--- config.mk ---
export PLATFORM = sky130hd
export DESIGN_NAME = arcm_regs
export DESIGN_NICKNAME = d
export VERILOG_FILES = /design/src/core/arcm_pkg.sv /design/src/core/arcm_regs.sv
export VERILOG_INCLUDE_DIRS = /design/src /design/src/core
export SDC_FILE = /design/constraint.sdc
export NUM_CORES = 1
export LEC_CHECK = 0
export BUFFER_PORTS_ARGS = -buffer_cell sky130_fd_sc_hd__buf_2
export CORE_MARGIN = 10
export CORE_UTILIZATION = 49
export CTS_BUF_LIST = sky130_fd_sc_hd__clkbuf_4 sky130_fd_sc_hd__clkbuf_8
export DETAILED_ROUTE_END_ITERATION = 8
export HOLD_SLACK_MARGIN = 0.15
export PLACE_DENSITY = 0.85
export SYNTH_ARGS = -nofsm -noshare
export SYNTH_HDL_FRONTEND = slang
export SYNTH_SLANG_ARGS = --single-unit
--- constraint.sdc ---
create_clock -name clk_in -period 1.7 [get_ports clk_in]
set_clock_uncertainty 0.2 [all_clocks]
set_input_delay 0.255 -clock clk_in [delete_from_list [all_inputs] [get_ports clk_in]]
set_output_delay 0.255 -clock clk_in [all_outputs]
set_load 0.01 [all_outputs]
--- src/core/arcm_defs.svh ---
// Overview of operation
// - The gain calibration middle byte is a read/write register at 0xac, cleared by reset.
// - The gain calibration low byte is a read/write register at 0xab, cleared by reset.
// - The main-filter result reads as high at 0xc5, middle at 0xc4, low at 0xc3.
// - On the 24-bit variant the low byte holds result bits 7-0; all result bytes reset to 0.
// - The fast-filter result is separate; bits 23-16 at 0xfe and 7-0 at 0xfc (15-8 and zero on the 16-bit variant), reset to 0.
// - Positive and negative converter inputs each have their own independent selector.
// - Codes 0-7 pick external inputs, code 15 picks the temperature sensor, others ground.
// - The input select register at 0xc6 holds positive code in 7-4, negative in 3-0.
// - The temperature sensor turns on whenever either selector chooses it.
// - Either input may be grounded, and the sensor works single-ended or differential.
`ifndef ARCM_DEFS_SVH
`define ARCM_DEFS_SVH

// ----------------------------------------------------------------------------
// Register addresses.
// ----------------------------------------------------------------------------
`define ARCM_ADDR_GAIN_CAL_LOW    8'hab
`define ARCM_ADDR_GAIN_CAL_MID    8'hac
`define ARCM_ADDR_MAIN_LOW        8'hc3
`define ARCM_ADDR_MAIN_MID        8'hc4
`define ARCM_ADDR_MAIN_HIGH       8'hc5
`define ARCM_ADDR_INPUT_SELECT    8'hc6
`define ARCM_ADDR_FAST_LOW        8'hfc
`define ARCM_ADDR_FAST_HIGH       8'hfe

// ----------------------------------------------------------------------------
// Reset values and field positions.
// ----------------------------------------------------------------------------
`define ARCM_RESET_BYTE           8'h00
`define ARCM_POS_CODE_MSB         7
`define ARCM_POS_CODE_LSB         4
`define ARCM_NEG_CODE_MSB         3
`define ARCM_NEG_CODE_LSB         0
`define ARCM_CODE_EXT_MAX         4'h7
`define ARCM_CODE_TEMP            4'hf

`endif

--- src/core/arcm_pkg.sv ---
`include "arcm_defs.svh"

package arcm_pkg;

    // ------------------------------------------------------------------------
    // Types.
    // ------------------------------------------------------------------------
    typedef enum logic [1:0] {
        ARCM_SRC_EXTERNAL = 2'h1,
        ARCM_SRC_TEMP     = 2'h2
    } arcm_src_kind_t;

    // One selector's decoded source; ground when neither external nor temp.
    typedef struct packed {
        logic       external;
        logic [2:0] channel;
        logic       temp;
        logic       ground;
    } arcm_route_t;

    // A full 24-bit conversion result from a filter.
    typedef struct packed {
        logic        load;
        logic [23:0] value;
    } arcm_result_t;

    // Processor special-function-register access.
    typedef struct packed {
        logic [7:0] addr;
        logic       wr;
        logic       rd;
        logic [7:0] wdata;
    } arcm_sfr_req_t;

endpackage : arcm_pkg

--- src/core/arcm_regs.sv ---
`include "arcm_defs.svh"

module arcm_regs #(
    parameter bit IS_24BIT = 1'b1
) (
    input  wire logic                   clk_in,
    input  wire logic                   rst_in,
    input  wire arcm_pkg::arcm_sfr_req_t sfr_in,
    output logic [7:0]                  sfr_rdata_out,
    output logic                        sfr_hit_out,
    input  wire arcm_pkg::arcm_result_t main_in,
    input  wire arcm_pkg::arcm_result_t fast_in,
    output logic [15:0]                 gain_cal_value_out,
    output arcm_pkg::arcm_route_t       positive_route_out,
    output arcm_pkg::arcm_route_t       negative_route_out,
    output logic                        temp_sensor_on_out
);
    import arcm_pkg::*;

    logic [7:0] gain_cal_low;
    logic [7:0] gain_cal_mid;
    logic [7:0] main_result_low;
    logic [7:0] main_result_mid;
    logic [7:0] main_result_high;
    logic [7:0] input_select;
    logic [7:0] fast_result_low;
    logic [7:0] fast_result_high;
    logic [3:0] positive_input_code;
    logic [3:0] negative_input_code;
    logic [7:0] next_input_select;
    logic [7:0] write_strobe;
    logic [1:0][3:0] selector_code;

    // ------------------------------------------------------------------------
    // Slots of the mapped registers in the write strobe vector.
    // ------------------------------------------------------------------------
    localparam int SLOT_GAIN_LOW     = 0;
    localparam int SLOT_GAIN_MID     = 1;
    localparam int SLOT_MAIN_LOW     = 2;
    localparam int SLOT_MAIN_MID     = 3;
    localparam int SLOT_MAIN_HIGH    = 4;
    localparam int SLOT_INPUT_SELECT = 5;
    localparam int SLOT_FAST_LOW     = 6;
    localparam int SLOT_FAST_HIGH    = 7;

    // Reset code zero routes both inputs to external input 0, sensor off.
    localparam arcm_route_t ROUTE_AT_RESET = '{external: 1'b1, channel: 3'h0,
                                               temp: 1'b0, ground: 1'b0};

    // ------------------------------------------------------------------------
    // Selector decode, shared by both inputs.
    // ------------------------------------------------------------------------
    function automatic arcm_route_t decode_code(input logic [3:0] code);
        arcm_route_t r;
        r = '0;
        if (code <= `ARCM_CODE_EXT_MAX) begin
            r.external = 1'b1;
            r.channel  = code[2:0];
        end else if (code == `ARCM_CODE_TEMP) begin
            r.temp = 1'b1;
        end else begin
            r.ground = 1'b1; // Grounding one side gives single-ended use.
        end
        return r;
    endfunction : decode_code

    // ------------------------------------------------------------------------
    // Address decode, shared by the write strobes and the hit flag.
    // ------------------------------------------------------------------------
    // One bit per mapped register; an unmapped address gives all zeros, so a
    // stray write touches nothing and the hit flag stays low.
    function automatic logic [7:0] map_address(input logic [7:0] addr);
        logic [7:0] slot;
        slot = 8'h00;
        unique case (addr)
            `ARCM_ADDR_GAIN_CAL_LOW: slot[SLOT_GAIN_LOW]     = 1'b1;
            `ARCM_ADDR_GAIN_CAL_MID: slot[SLOT_GAIN_MID]     = 1'b1;
            `ARCM_ADDR_MAIN_LOW:     slot[SLOT_MAIN_LOW]     = 1'b1;
            `ARCM_ADDR_MAIN_MID:     slot[SLOT_MAIN_MID]     = 1'b1;
            `ARCM_ADDR_MAIN_HIGH:    slot[SLOT_MAIN_HIGH]    = 1'b1;
            `ARCM_ADDR_INPUT_SELECT: slot[SLOT_INPUT_SELECT] = 1'b1;
            `ARCM_ADDR_FAST_LOW:     slot[SLOT_FAST_LOW]     = 1'b1;
            `ARCM_ADDR_FAST_HIGH:    slot[SLOT_FAST_HIGH]    = 1'b1;
            default:                 slot                    = 8'h00;
        endcase
        return slot;
    endfunction : map_address

    // Write strobes are qualified here once, so every register block below
    // sees the same decode.
    assign write_strobe = sfr_in.wr ? map_address(sfr_in.addr) : 8'h00;

    // ------------------------------------------------------------------------
    // Calibration registers, written by software.
    // ------------------------------------------------------------------------
    always_ff @(posedge clk_in) begin
        if (rst_in) begin
            gain_cal_low <= `ARCM_RESET_BYTE;
            gain_cal_mid <= `ARCM_RESET_BYTE;
        end else begin
            if (write_strobe[SLOT_GAIN_LOW]) begin
                gain_cal_low <= sfr_in.wdata;
            end
            if (write_strobe[SLOT_GAIN_MID]) begin
                gain_cal_mid <= sfr_in.wdata;
            end
        end
    end

    // ------------------------------------------------------------------------
    // Input select register and its next value.
    // ------------------------------------------------------------------------
    // Nothing here holds off a write while a conversion runs: changing the
    // selection mid-conversion mixes two inputs, so software must wait for idle.
    always_comb begin
        next_input_select = input_select;
        if (write_strobe[SLOT_INPUT_SELECT]) begin
            next_input_select = sfr_in.wdata;
        end
    end

    always_ff @(posedge clk_in) begin
        if (rst_in) begin
            input_select <= `ARCM_RESET_BYTE;
        end else begin
            input_select <= next_input_select;
        end
    end

    // ------------------------------------------------------------------------
    // Main-filter result bytes; a filter load wins over a software write.
    // ------------------------------------------------------------------------
    always_ff @(posedge clk_in) begin
        if (rst_in) begin
            main_result_low  <= `ARCM_RESET_BYTE;
            main_result_mid  <= `ARCM_RESET_BYTE;
            main_result_high <= `ARCM_RESET_BYTE;
        end else if (main_in.load) begin
            if (IS_24BIT) begin
                main_result_high <= main_in.value[23:16];
                main_result_mid  <= main_in.value[15:8];
                main_result_low  <= main_in.value[7:0];
            end else begin
                // The 16-bit result sits one byte up; the low byte is unused.
                main_result_high <= main_in.value[15:8];
                main_result_mid  <= main_in.value[7:0];
                main_result_low  <= `ARCM_RESET_BYTE;
            end
        end else begin
            if (write_strobe[SLOT_MAIN_LOW]) main_result_low <= sfr_in.wdata;
            if (write_strobe[SLOT_MAIN_MID]) main_result_mid <= sfr_in.wdata;
            if (write_strobe[SLOT_MAIN_HIGH]) main_result_high <= sfr_in.wdata;
        end
    end

    // ------------------------------------------------------------------------
    // Fast-filter result bytes, held apart from the main filter.
    // ------------------------------------------------------------------------
    always_ff @(posedge clk_in) begin
        if (rst_in) begin
            fast_result_low  <= `ARCM_RESET_BYTE;
            fast_result_high <= `ARCM_RESET_BYTE;
        end else if (fast_in.load) begin
            if (IS_24BIT) begin
                fast_result_high <= fast_in.value[23:16];
                fast_result_low  <= fast_in.value[7:0];
            end else begin
                fast_result_high <= fast_in.value[15:8];
                fast_result_low  <= `ARCM_RESET_BYTE;
            end
        end else begin
            if (write_strobe[SLOT_FAST_LOW]) fast_result_low <= sfr_in.wdata;
            if (write_strobe[SLOT_FAST_HIGH]) fast_result_high <= sfr_in.wdata;
        end
    end

    // ------------------------------------------------------------------------
    // Read path; unmapped addresses read zero and leave the hit flag low.
    // ------------------------------------------------------------------------
    always_comb begin
        sfr_rdata_out = 8'h00;
        unique case (sfr_in.addr)
            `ARCM_ADDR_GAIN_CAL_LOW: sfr_rdata_out = gain_cal_low;
            `ARCM_ADDR_GAIN_CAL_MID: sfr_rdata_out = gain_cal_mid;
            `ARCM_ADDR_MAIN_LOW:     sfr_rdata_out = main_result_low;
            `ARCM_ADDR_MAIN_MID:     sfr_rdata_out = main_result_mid;
            `ARCM_ADDR_MAIN_HIGH:    sfr_rdata_out = main_result_high;
            `ARCM_ADDR_INPUT_SELECT: sfr_rdata_out = input_select;
            `ARCM_ADDR_FAST_LOW:     sfr_rdata_out = fast_result_low;
            `ARCM_ADDR_FAST_HIGH:    sfr_rdata_out = fast_result_high;
            default:                 sfr_rdata_out = 8'h00;
        endcase
    end

    // ------------------------------------------------------------------------
    // Independent selectors and automatic sensor enable.
    // ------------------------------------------------------------------------
    // The codes come from the next value, so the registered routes change on
    // the same edge as the register itself.
    assign positive_input_code = next_input_select[`ARCM_POS_CODE_MSB:`ARCM_POS_CODE_LSB];
    assign negative_input_code = next_input_select[`ARCM_NEG_CODE_MSB:`ARCM_NEG_CODE_LSB];
    assign selector_code       = {positive_input_code, negative_input_code};

    // Slot 1 follows the positive code and slot 0 the negative one. Each slot
    // decodes only its own code, so neither input limits the other's choice.
    for (genvar s = 0; s < 2; s++) begin : g_selector
        arcm_route_t route;

        always_ff @(posedge clk_in) begin
            if (rst_in) begin
                route <= ROUTE_AT_RESET;
            end else begin
                route <= decode_code(selector_code[s]);
            end
        end
    end

    assign positive_route_out = g_selector[1].route;
    assign negative_route_out = g_selector[0].route;

    // The sensor switches on with the selection itself, with no enable bit of
    // its own; either side may take it, for single-ended or differential use.
    always_ff @(posedge clk_in) begin
        if (rst_in) begin
            temp_sensor_on_out <= 1'b0;
        end else begin
            temp_sensor_on_out <= (positive_input_code == `ARCM_CODE_TEMP)
                                | (negative_input_code == `ARCM_CODE_TEMP);
        end
    end

    // The gain bytes are flip-flops already, so the value goes out directly.
    assign gain_cal_value_out = {gain_cal_mid, gain_cal_low};

    // The hit flag uses the same decode as the write strobes.
    assign sfr_hit_out = |map_address(sfr_in.addr);

endmodule : arcm_regs

==> flow_summary.yaml, run 1 <==
sta:
  min_period_over_period: 1.20
  fmax_mhz: 491
  fin_hold_ws_ns: 0.144
  worstMarginPinSlew_ns: 0.384
  slew_headroom: 0.742
  setup_slack_ns: -0.338
  fin_crit_ns: 2.04
  hold_viol: 0
  setup_violations: 11
  maxSlewViolCount: 0
  grt_setup_unrepaired: "true"
min_path:
  hold_end: "input_select[3]"
  hold_class: "in -> reg"
  min_from: "sfr_in[3]"
  hold_depth: 4
power:
  power_density_nw_per_um2: 699
  peakVddDrop_mv: 0.431
  total_power_w: 0.00430
  swShare: 0.258
  combPwrFrac: 0.157
  switching_power_w: 0.00111
  seqPwrFrac: 0.447
  leakage_nw: 2.48
  pwr-share-clk: 0.397
  internal_power_w: 0.00319
logic_synthesis:
  ys_async_sr_fraction: 0
  synth_nets: 498
  synth_seq_cells: 77
  ys_top_cells_by_count: "dfxtp_1, nor2_1, mux2i_1"
  netlist_area_um2: 3900
  syn_inst: 428
  yosysUniqueCellTypes: 47
  ys.flop_type: "dfxtp_1"
  seq_area_frac_synth: 0.396
  yosysTopAreaCellShare: 0.396
  avgSynthCellArea_um2: 9.10
  synth-edff-count: 0
  synth_area_leaders: "dfxtp_1, mux2i_1, a211oi_1, nor2_1, a22oi_1"
  yosysTopAreaCell: "dfxtp_1"
  yosysWarningCount: 0
  yosysMostFrequentCell: "dfxtp_1"
critical_path:
  reg2reg_from: "input_select[2]"
  max_stage_delay_ns: 0.34
  cp-start-kind: "register"
  critPathSlowestCell: "dfxtp_2"
  cp_top_family: "compound AO/OA/AOI/OAI gates"
  crit_path_max_fanout: 2
  cp.arrival_ns: 1.58
  end_kind: "output port"
  startpoint: "fast_result_low[7]"
  r2r_slack_ns: 0.34
  critPathKind: "reg -> out"
  crit_chain: "mux2_4 > a22o_1 > a221o_1 > buf_2"
  crit_buf_inv: 1
  r2r-end: "negative_route_out[1]"
  required_ns: 1.24
  rr_worst_depth: 4
grt:
  grt_antenna_before_repair: 1
  grt_usage: 0.249
  grt_max_degree: 49
  grt.overflow.total: 0
  grt_pass1_wl_um: 23200
  grt_pass1_vias: 4346
detailed_routing:
  routedWlPerCell_um: 22.3
  drt_wl_total_um: 16200
  drcViolationCount: 0
  vias: 4421
  drtPass1Iterations: 5
  ant_nets: 0
  viasPerCell: 6.11
  drt-initial-drc-count: 331
run_status:
  violations: "setup timing"
  status: "finished with violations"
run:
  max_cap_violations: 0
die:
  dieArea_um2: 11900
  rows: 32
  initial_core_util: 0.504
  die_w_um: 109
  io_pins: 108
  core_um2: 7730
  die_h_um: 109
cells_and_area:
  syn_to_final_growth_pct: 58.0
  layout.nets: 686
  fillers: 408
  final_layout_size_suffix_gt1_frac: 0.414
cts:
  path_clk_slew_ns: 0.08
  cts_buffers: 9
  root_buffer: "clkbuf_8"
  insertion_delay_ns: 0.36
  cts_sinks: 77
  clockBufferDepth: 2
  cts_tree: "yes"
  cts-htree-levels: 3
placement:
  gp_congestion: 0.952
  place.detailed.hpwl_um: 9320
  portBuffers: 98
cells in the final DEF (no fill, tap or decap), types with 2 or more instances in the layout:
cell / count
buf_8: 5
a21oi_1: 13
nand3_1: 10
a22oi_2: 15
inv_1: 7
buf_4: 46
dfxtp_2: 7
o21ai_0: 2
mux2i_1: 54
buf_2: 93
nor2_1: 61
a211oi_2: 5
dfxtp_1: 69
nor2_4: 3
mux2i_2: 5
nor3_4: 5
nor2b_1: 2
nand2_1: 17
a22oi_1: 3
clkinvlp_4: 2
mux2_4: 2
mux2_2: 6
a22o_1: 7
buf_6: 12
nor4_4: 3
a211oi_1: 36
dlygate4sd3_1: 48
buf_12: 12
clkbuf_8: 9
nand4_1: 4
bufinv_16: 3
nand3b_1: 13
o211ai_1: 6
nor3_2: 4
cell type report:
| type | count | area, um^2 | area share |
|---|---|---|---|
| diodes | 1 | 2.50 | 0.000406 |
| clock buffers | 9 | 124 | 0.0201 |
| clock inverters | 7 | 123 | 0.0199 |
| inverters | 7 | 26.3 | 0.00427 |
| multi-input cells | 304 | 2430 | 0.394 |
| flip-flops and latches | 77 | 1550 | 0.252 |
| well taps | 102 | 128 | 0.0207 |
| repair buffers | 217 | 1770 | 0.288 |
per-layer routing:
metal	global-route usage	vias to the layer above	wire length, um
li1	-	1943	-
met1	0.290	2093	5930
met2	0.418	291	7730
met3	0.0649	94	1590
met4	0.121	0	891
met5	0	-	0
stage by stage:
step                setup TNS (ns)  instances  instance area (um^2)   util  setup slack (ns)
floorplan                    -4.16        428                  3950      -            -0.173
global placement            -12.39        641                  4850  0.628            -0.269
detailed placement          -13.69        641                  4850  0.628            -0.316
CTS                          -1.61        717                  5950  0.770            -0.350
global route                 -2.75        724                  6160  0.797            -0.363
finish                       -2.39        724                  6160  0.797            -0.338
registers in the layout, summed over array words and instances (netlist names), 6 cells and up:
| signal | count |
|---|---|
| fast_result_high | 8 |
| positive_route_out | 6 |
| main_result_high | 8 |
| main_result_mid | 8 |
| negative_route_out | 6 |
| main_result_low | 8 |
| fast_result_low | 8 |
| gain_cal_low | 8 |
| gain_cal_mid | 8 |
| input_select | 8 |
logic make-up (layout without fill, tap and decap cells):
kind of cell	Yosys count	in the layout	synth area share
other cells	0	1	0
mux	67	67	0.175
buf+inv	47	240	0.0520
flops	77	77	0.396
compound gates	96	96	0.177
simple gates	141	141	0.201
power groups by stage:
| stage | Clock, W | Combinational, W | Sequential (W) |
|---|---|---|---|
| detailed placement | 0 | 0.000449 | 0.00195 |
| finish | 0.00171 | 0.000673 | 0.00192 |
| floorplan | 0 | 0.000263 | 0.00193 |
| global placement | 0 | 0.000437 | 0.00195 |
| CTS | 0.00173 | 0.000604 | 0.00192 |
| global route | 0.00178 | 0.000711 | 0.00193 |
timing repair:
| action | CTS | global route |
|---|---|---|
| hold endpoints to repair | 66 | 0 |
| pin swaps | 10 | 17 |
| hold buffers | 49 | 0 |
| gates cloned | 1 | 0 |
| gates resized for setup | 58 | 36 |
| setup buffers | 11 | 8 |
| endpoints found under the setup margin | 9 | 23 |
worst max-delay path by stage:
stage | endpoint | slack [ns] | depth (start not counted)
6_report | sfr_rdata_out[7] | -0.34 | 4
4_1_cts | sfr_rdata_out[7] | -0.35 | 4
2_1_floorplan | main_result_mid[4] | -0.17 | 6
5_1_grt | sfr_rdata_out[7] | -0.36 | 4
3_3_place_gp | main_result_mid[6] | -0.27 | 6
3_5_place_dp | main_result_mid[4] | -0.32 | 6
worst min-delay path, cell delays in order:
cell and delay (ns):
buf_2 0.12, inv_1 0.07, or4_4 0.14, a21oi_2 0.07
Power figures use the tool's default switching activity.
==> inputs of run 2 (changes only) <==
Settings changed: ABC_AREA set to 1.
==> run 2 against run 1 <==
- the run still ends with setup timing left
- sequential power is essentially flat
- register-to-register slack lost 0.07 ns
- power is 4.3% lower
- via count rose by 19%
- core utilization rose by 2.0 points
- synthesized cell count grew 24%
- combinational power up 4.3%
- clock power decreased by 12%
- maximum frequency decreased by 0.33%
- cell area shrank 2.3%
- cell count grew 15%
- largest cell class unchanged
==> flow_summary.yaml, run 2 <==
cells_and_area:
  fillers: 392
  final_cell_mix: "nand2_1, buf_2, dfxtp_1"
  final_util: 0.817
  stdcell_count: 832
  layout.nets: 797
  layout_commonest_cell: "nand2_1"
  syn_to_final_growth_pct: 59.0
  final_layout_size_suffix_gt1_frac: 0.367
min_path:
  hold_class: "in -> reg"
die:
  initial_core_util: 0.514
  rows: 31
  die_h_um: 108
  dieArea_um2: 11600
  die_w_um: 108
  io_pins: 108
  core_um2: 7370
placement:
  place.detailed.hpwl_um: 9580
  post-place-cells: 752
  gp_congestion: 0.951
  dp_slack_ns: -0.303
  portBuffers: 98
power:
  peakVddDrop_mv: 0.789
  internal_power_w: 0.00292
  seqPwrFrac: 0.466
  leakage_nw: 2.74
  total_power_w: 0.00412
  combPwrFrac: 0.171
  swShare: 0.291
  switching_power_w: 0.00120
  power_density_nw_per_um2: 684
  pwr-share-clk: 0.364
logic_synthesis:
  yosysUniqueCellTypes: 33
  avgSynthCellArea_um2: 7.11
  seq_area_frac_synth: 0.407
  yosysMostFrequentCell: "nand2_1"
  ys_async_sr_fraction: 0
  ys_top_cells_by_count: "nand2_1, dfxtp_1, inv_1"
  yosysTopAreaCell: "dfxtp_1"
  synth-edff-count: 0
  ys.flop_type: "dfxtp_1"
  netlist_area_um2: 3780
  synth_nets: 602
  yosysTopAreaCellShare: 0.407
  yosysWarningCount: 0
  synth_seq_cells: 77
  synth_area_leaders: "dfxtp_1, nand2_1, a21oi_1, o21ai_0, nand3_1"
  syn_inst: 532
critical_path:
  critPathSlowestCell: "o22ai_2"
  cp.arrival_ns: 1.59
  cp-start-kind: "input port"
  max_stage_delay_ns: 0.27
  end_kind: "output port"
  crit_chain: "buf_8 > nand2_4 > buf_6 > nor3_4 > buf_6 > nand2_4 > o22ai_2 > nor2_1 > nand2_1 > buf_6"
  required_ns: 1.24
  critPathKind: "in -> out"
  crit_path_max_fanout: 5
  crit_top_cell: "buf_6"
sta:
  grt_setup_unrepaired: "true"
  fmax_mhz: 489
  slew_headroom: 0.722
  setup_violations: 14
  min_period_over_period: 1.20
  tns_ns: -2.13
  fin_crit_ns: 2.04
  setup_slack_ns: -0.345
  hold_viol: 0
  maxSlewViolCount: 0
  worstMarginPinSlew_ns: 0.417
cts:
  cts-htree-levels: 3
  root_buffer: "clkbuf_8"
  path_clk_slew_ns: 0.08
  cts_tree: "yes"
  insertion_delay_ns: 0.38
  cts_sinks: 77
  clockBufferDepth: 2
  cts_buffers: 9
grt:
  grt_max_degree: 43
  grt.overflow.total: 0
  grt_usage: 0.292
  grt_pass1_vias: 5073
  grt_pass1_wl_um: 26600
  grt_antenna_before_repair: 1
detailed_routing:
  drtPass1Iterations: 8
  vias: 5253
  drt_wl_total_um: 19100
  drt-initial-drc-count: 807
  ant_nets: 0
  routedWlPerCell_um: 22.9
  drcViolationCount: 0
  viasPerCell: 6.31
run_status:
  status: "finished with violations"
  violations: "setup timing"
run:
  max_cap_violations: 0
## run 2: repair_timing
action / 4_1_cts / 5_1_grt
endpoints found under the hold margin: 59 / 0
gates cloned: 2 / 0
hold buffers: 52 / 0
endpoints found under the setup margin: 9 / 17
setup buffers: 6 / 5
pin swaps: 19 / 17
gates resized for setup: 84 / 31
## run 2: final timing paths
kind                                 to  slack [ns]               start  cells past startpoint
setup / recovery       sfr_rdata_out[0]       -0.34          sfr_in[16]                     10
hold reg to reg      fast_result_low[0]        0.29  fast_result_low[0]                      2
hold / removal       fast_result_low[7]        0.12           sfr_in[7]                      5
setup reg to reg  positive_route_out[1]        0.27     input_select[5]                      6
## run 2: cells by family after synthesis
group / share of synthesized area
simple gates: 0.285
compound gates: 0.216
buf+inv: 0.0916
flops: 0.407
## run 2: area by class of cell
| cell class | instances | area (um^2) | share of cell area |
|---|---|---|---|
| Antenna cell | 1 | 2.50 | 0.000416 |
| Clock buffer | 11 | 145 | 0.0241 |
| Clock inverter | 5 | 60.1 | 0.00998 |
| Inverter | 59 | 235 | 0.0391 |
| Multi-Input combinational cell | 373 | 2230 | 0.370 |
| Sequential cell | 77 | 1540 | 0.256 |
| Tap cell | 99 | 124 | 0.0206 |
| Timing Repair Buffer | 207 | 1680 | 0.279 |
## run 2: per-stage QoR
stage                     hold WS, ns  instance area (um^2)
after CTS                       0.204                  5860
final                           0.117                  6020
after global routing            0.170                  6020
after floorplan                 0.208                  3780
after detailed placement        0.257                  4680
after global placement          0.250                  4680
## run 2: power by group through the flow
| stage | Sequential [W] | Combinational [W] | Clock [W] |
|---|---|---|---|
| final | 0.00192 | 0.000702 | 0.00150 |
| after CTS | 0.00191 | 0.000616 | 0.00145 |
| after floorplan | 0.00193 | 0.000262 | 0 |
| after detailed placement | 0.00195 | 0.000464 | 0 |
| after global placement | 0.00194 | 0.000447 | 0 |
| after global routing | 0.00192 | 0.000741 | 0.00153 |
## run 2: per-layer routing
layer	routed length, um	part of all wire	up-vias	track usage
met5	0	0	-	0
met1	6160	0.32	2335	0.306
met4	1830	0.096	0	0.223
met2	8550	0.45	543	0.485
li1	-	-	2169	-
met3	2530	0.13	206	0.0832
## run 2: critical path: cells and delay by family
kind / cells / cell delay [ns]
and+or+nand+nor: 5 / 0.55
buffers and inverters: 4 / 0.50
AOI/OAI and AO/OA: 1 / 0.27
==> inputs of run 3 (changes only) <==
--- a/config.mk
+++ b/config.mk
@@ -18,2 +18,3 @@
 export SYNTH_HDL_FRONTEND = slang
 export SYNTH_SLANG_ARGS = --single-unit
+export TNS_END_PERCENT = 1
==> constraint.sdc (replaced) <==
create_clock -name clk_in -period 1.7 [get_ports clk_in]
set_clock_uncertainty 0.2 [all_clocks]
set_input_delay 0.17 -clock clk_in [delete_from_list [all_inputs] [get_ports clk_in]]
set_output_delay 0.17 -clock clk_in [all_outputs]
set_load 0.01 [all_outputs]
==> run 3 against run 2 <==
- the run still ends with setup timing left
- hold slack better by 0.064 ns
- largest cell class unchanged
- die area stayed put
- via count down 5.5%
- core utilization fell by 2.2 points
- non-clock buffer count is 5 higher
- highest routed layer unchanged
==> flow_summary.yaml, run 3 (synthesis gave the netlist of run 2 again) <==
critical_path:
  startpoint: "sfr_in[13]"
  required_ns: 1.33
  cp_top_family: "buffers and inverters"
  cp.arrival_ns: 1.46
  crit_top_cell: "buf_6"
  cp-start-kind: "input port"
  critPathKind: "in -> out"
  crit_buf_inv: 5
  critPathSlowestCell: "nor3_4"
  end_kind: "output port"
  crit_path_max_fanout: 8
  rr_worst_depth: 6
  r2r-end: "temp_sensor_on_out"
  reg2reg_from: "input_select[5]"
  r2r_slack_ns: 0.41
  crit_chain: "buf_6 > inv_4 > buf_6 > nand2_8 > nor3_4 > buf_6 > nand3_1 > o211a_1 > nand3_1 > buf_2"
  max_stage_delay_ns: 0.20
cts:
  root_buffer: "clkbuf_8"
  insertion_delay_ns: 0.37
  clockBufferDepth: 2
  cts_buffers: 9
  cts_tree: "yes"
  path_clk_slew_ns: 0.08
  cts-htree-levels: 3
  cts_sinks: 77
cells_and_area:
  fillers: 429
  final_cell_mix: "buf_2, nand2_1, dfxtp_1"
  syn_to_final_growth_pct: 54.7
  layout_commonest_cell: "buf_2"
  stdcell_count: 837
  layout.nets: 802
  stdcell_area_um2: 5850
  final_layout_size_suffix_gt1_frac: 0.341
grt:
  use_met3: 0.0749
  grt_pass1_wl_um: 23700
  grt_max_degree: 43
  met1_usage: 0.277
  grt_pass1_vias: 4771
  busiest_layer: "met2"
  grt_antenna_before_repair: 1
  grt_usage: 0.255
  grtUsageMet2: 0.426
  grt.overflow.total: 0
die:
  io_pins: 108
  initial_core_util: 0.514
  rows: 31
  core_um2: 7370
  die_w_um: 108
  die_h_um: 108
  dieArea_um2: 11600
sta:
  hold_viol: 0
  worstMarginPinSlew_ns: 0.419
  min_period_over_period: 1.08
  grt_setup_unrepaired: "true"
  fmax_mhz: 546
  setup_slack_ns: -0.131
  maxSlewViolCount: 0
  fin_crit_ns: 1.83
  setup_violations: 9
  slew_headroom: 0.721
detailed_routing:
  ant_nets: 0
  drt_wl_total_um: 16700
  drt-initial-drc-count: 671
  drtPass1Iterations: 9
  drcViolationCount: 0
  routedWlPerCell_um: 19.9
  viasPerCell: 5.93
  vias: 4966
power:
  leakage_nw: 2.73
  power_density_nw_per_um2: 732
  peakVddDrop_mv: 0.579
placement:
  placed_area_um2: 4660
  post-place-cells: 754
  place.detailed.hpwl_um: 9530
  portBuffers: 98
  gp_congestion: 0.906
min_path:
  hold_depth: 4
  min_from: "fast_in[24]"
  hold_class: "in -> reg"
  hold_end: "fast_result_high[0]"
run:
  max_cap_violations: 0
run_status:
  violations: "setup timing"
  status: "finished with violations"
run 3: cell count changes in the layout (fill, tap and decap cells not counted), moves of 3 or more:
cell and change:
buf_4 +6, buf_2 +6, dlygate4sd3_1 +4, buf_6 -5
inv_1 +3, nand3_1 +11, nand2_2 +4, buf_12 -7
nand3_2 -11, o22ai_1 +3, nand2_4 -4
run 3: repair_timing:
item | 4_1_cts | 5_1_grt
gates resized for setup | 39 | 49
setup endpoints to repair | 9 | 15
hold endpoints to repair | 66 | 0
hold buffers | 56 | 0
setup buffers | 2 | 6
pin swaps | 6 | 19
cloned | 2 | 0
run 3: per-layer routing:
metal | wire length [um] | share of wire
met1 | 5510 | 0.33
met2 | 7690 | 0.46
met3 | 2100 | 0.13
met4 | 1400 | 0.084
met5 | 0 | 0
run 3: worst max path at each step:
stage                  endpoint  depth (start not counted)
2_1_floorplan  sfr_rdata_out[0]                          9
3_3_place_gp   sfr_rdata_out[1]                          8
3_5_place_dp   sfr_rdata_out[1]                          8
4_1_cts        sfr_rdata_out[1]                         12
5_1_grt        sfr_rdata_out[5]                         10
6_report       sfr_rdata_out[5]                         10
run 3: cell type report:
| cell class | instances | area (um^2) | share of cell area |
|---|---|---|---|
| Tap cell | 99 | 124 | 0.0212 |
| Clock buffer | 10 | 131 | 0.0224 |
| Antenna cell | 1 | 2.50 | 0.000427 |
| Multi-Input combinational cell | 373 | 2120 | 0.363 |
| Inverter | 59 | 230 | 0.0393 |
| Clock inverter | 6 | 111 | 0.0190 |
| Sequential cell | 77 | 1540 | 0.263 |
| Timing Repair Buffer | 212 | 1590 | 0.272 |
run 3: power breakdown:
group	total, W	leakage [nW]	internal (W)	switching, W
logic	0.000660	1.98	0.000300	0.000361
registers	0.00191	0.629	0.00187	0.0000411
clock network	0.00171	0.120	0.000991	0.000724
run 3: worst reg2reg max path, stage by stage, from the launching register on:
cell,delay [ns]
dfxtp_1,0.32
inv_1,0.06
nand2_1,0.07
nand2_1,0.07
nor2_1,0.21
nand3_1,0.18
nand2_1,0.12
run 3: per-stage QoR:
step	worst slack [ns]	setup TNS (ns)	total power, W	hold slack [ns]	utilization
after floorplan	0.180	0	0.00219	0.123	-
after global routing	-0.164	-1.29	0.00441	0.199	0.794
after detailed placement	-0.191	-2.31	0.00240	0.257	0.632
after CTS	-0.00778	-0.0118	0.00417	0.168	0.763
after global placement	-0.136	-1.43	0.00238	0.252	0.632
final	-0.131	-0.639	0.00428	0.181	0.794
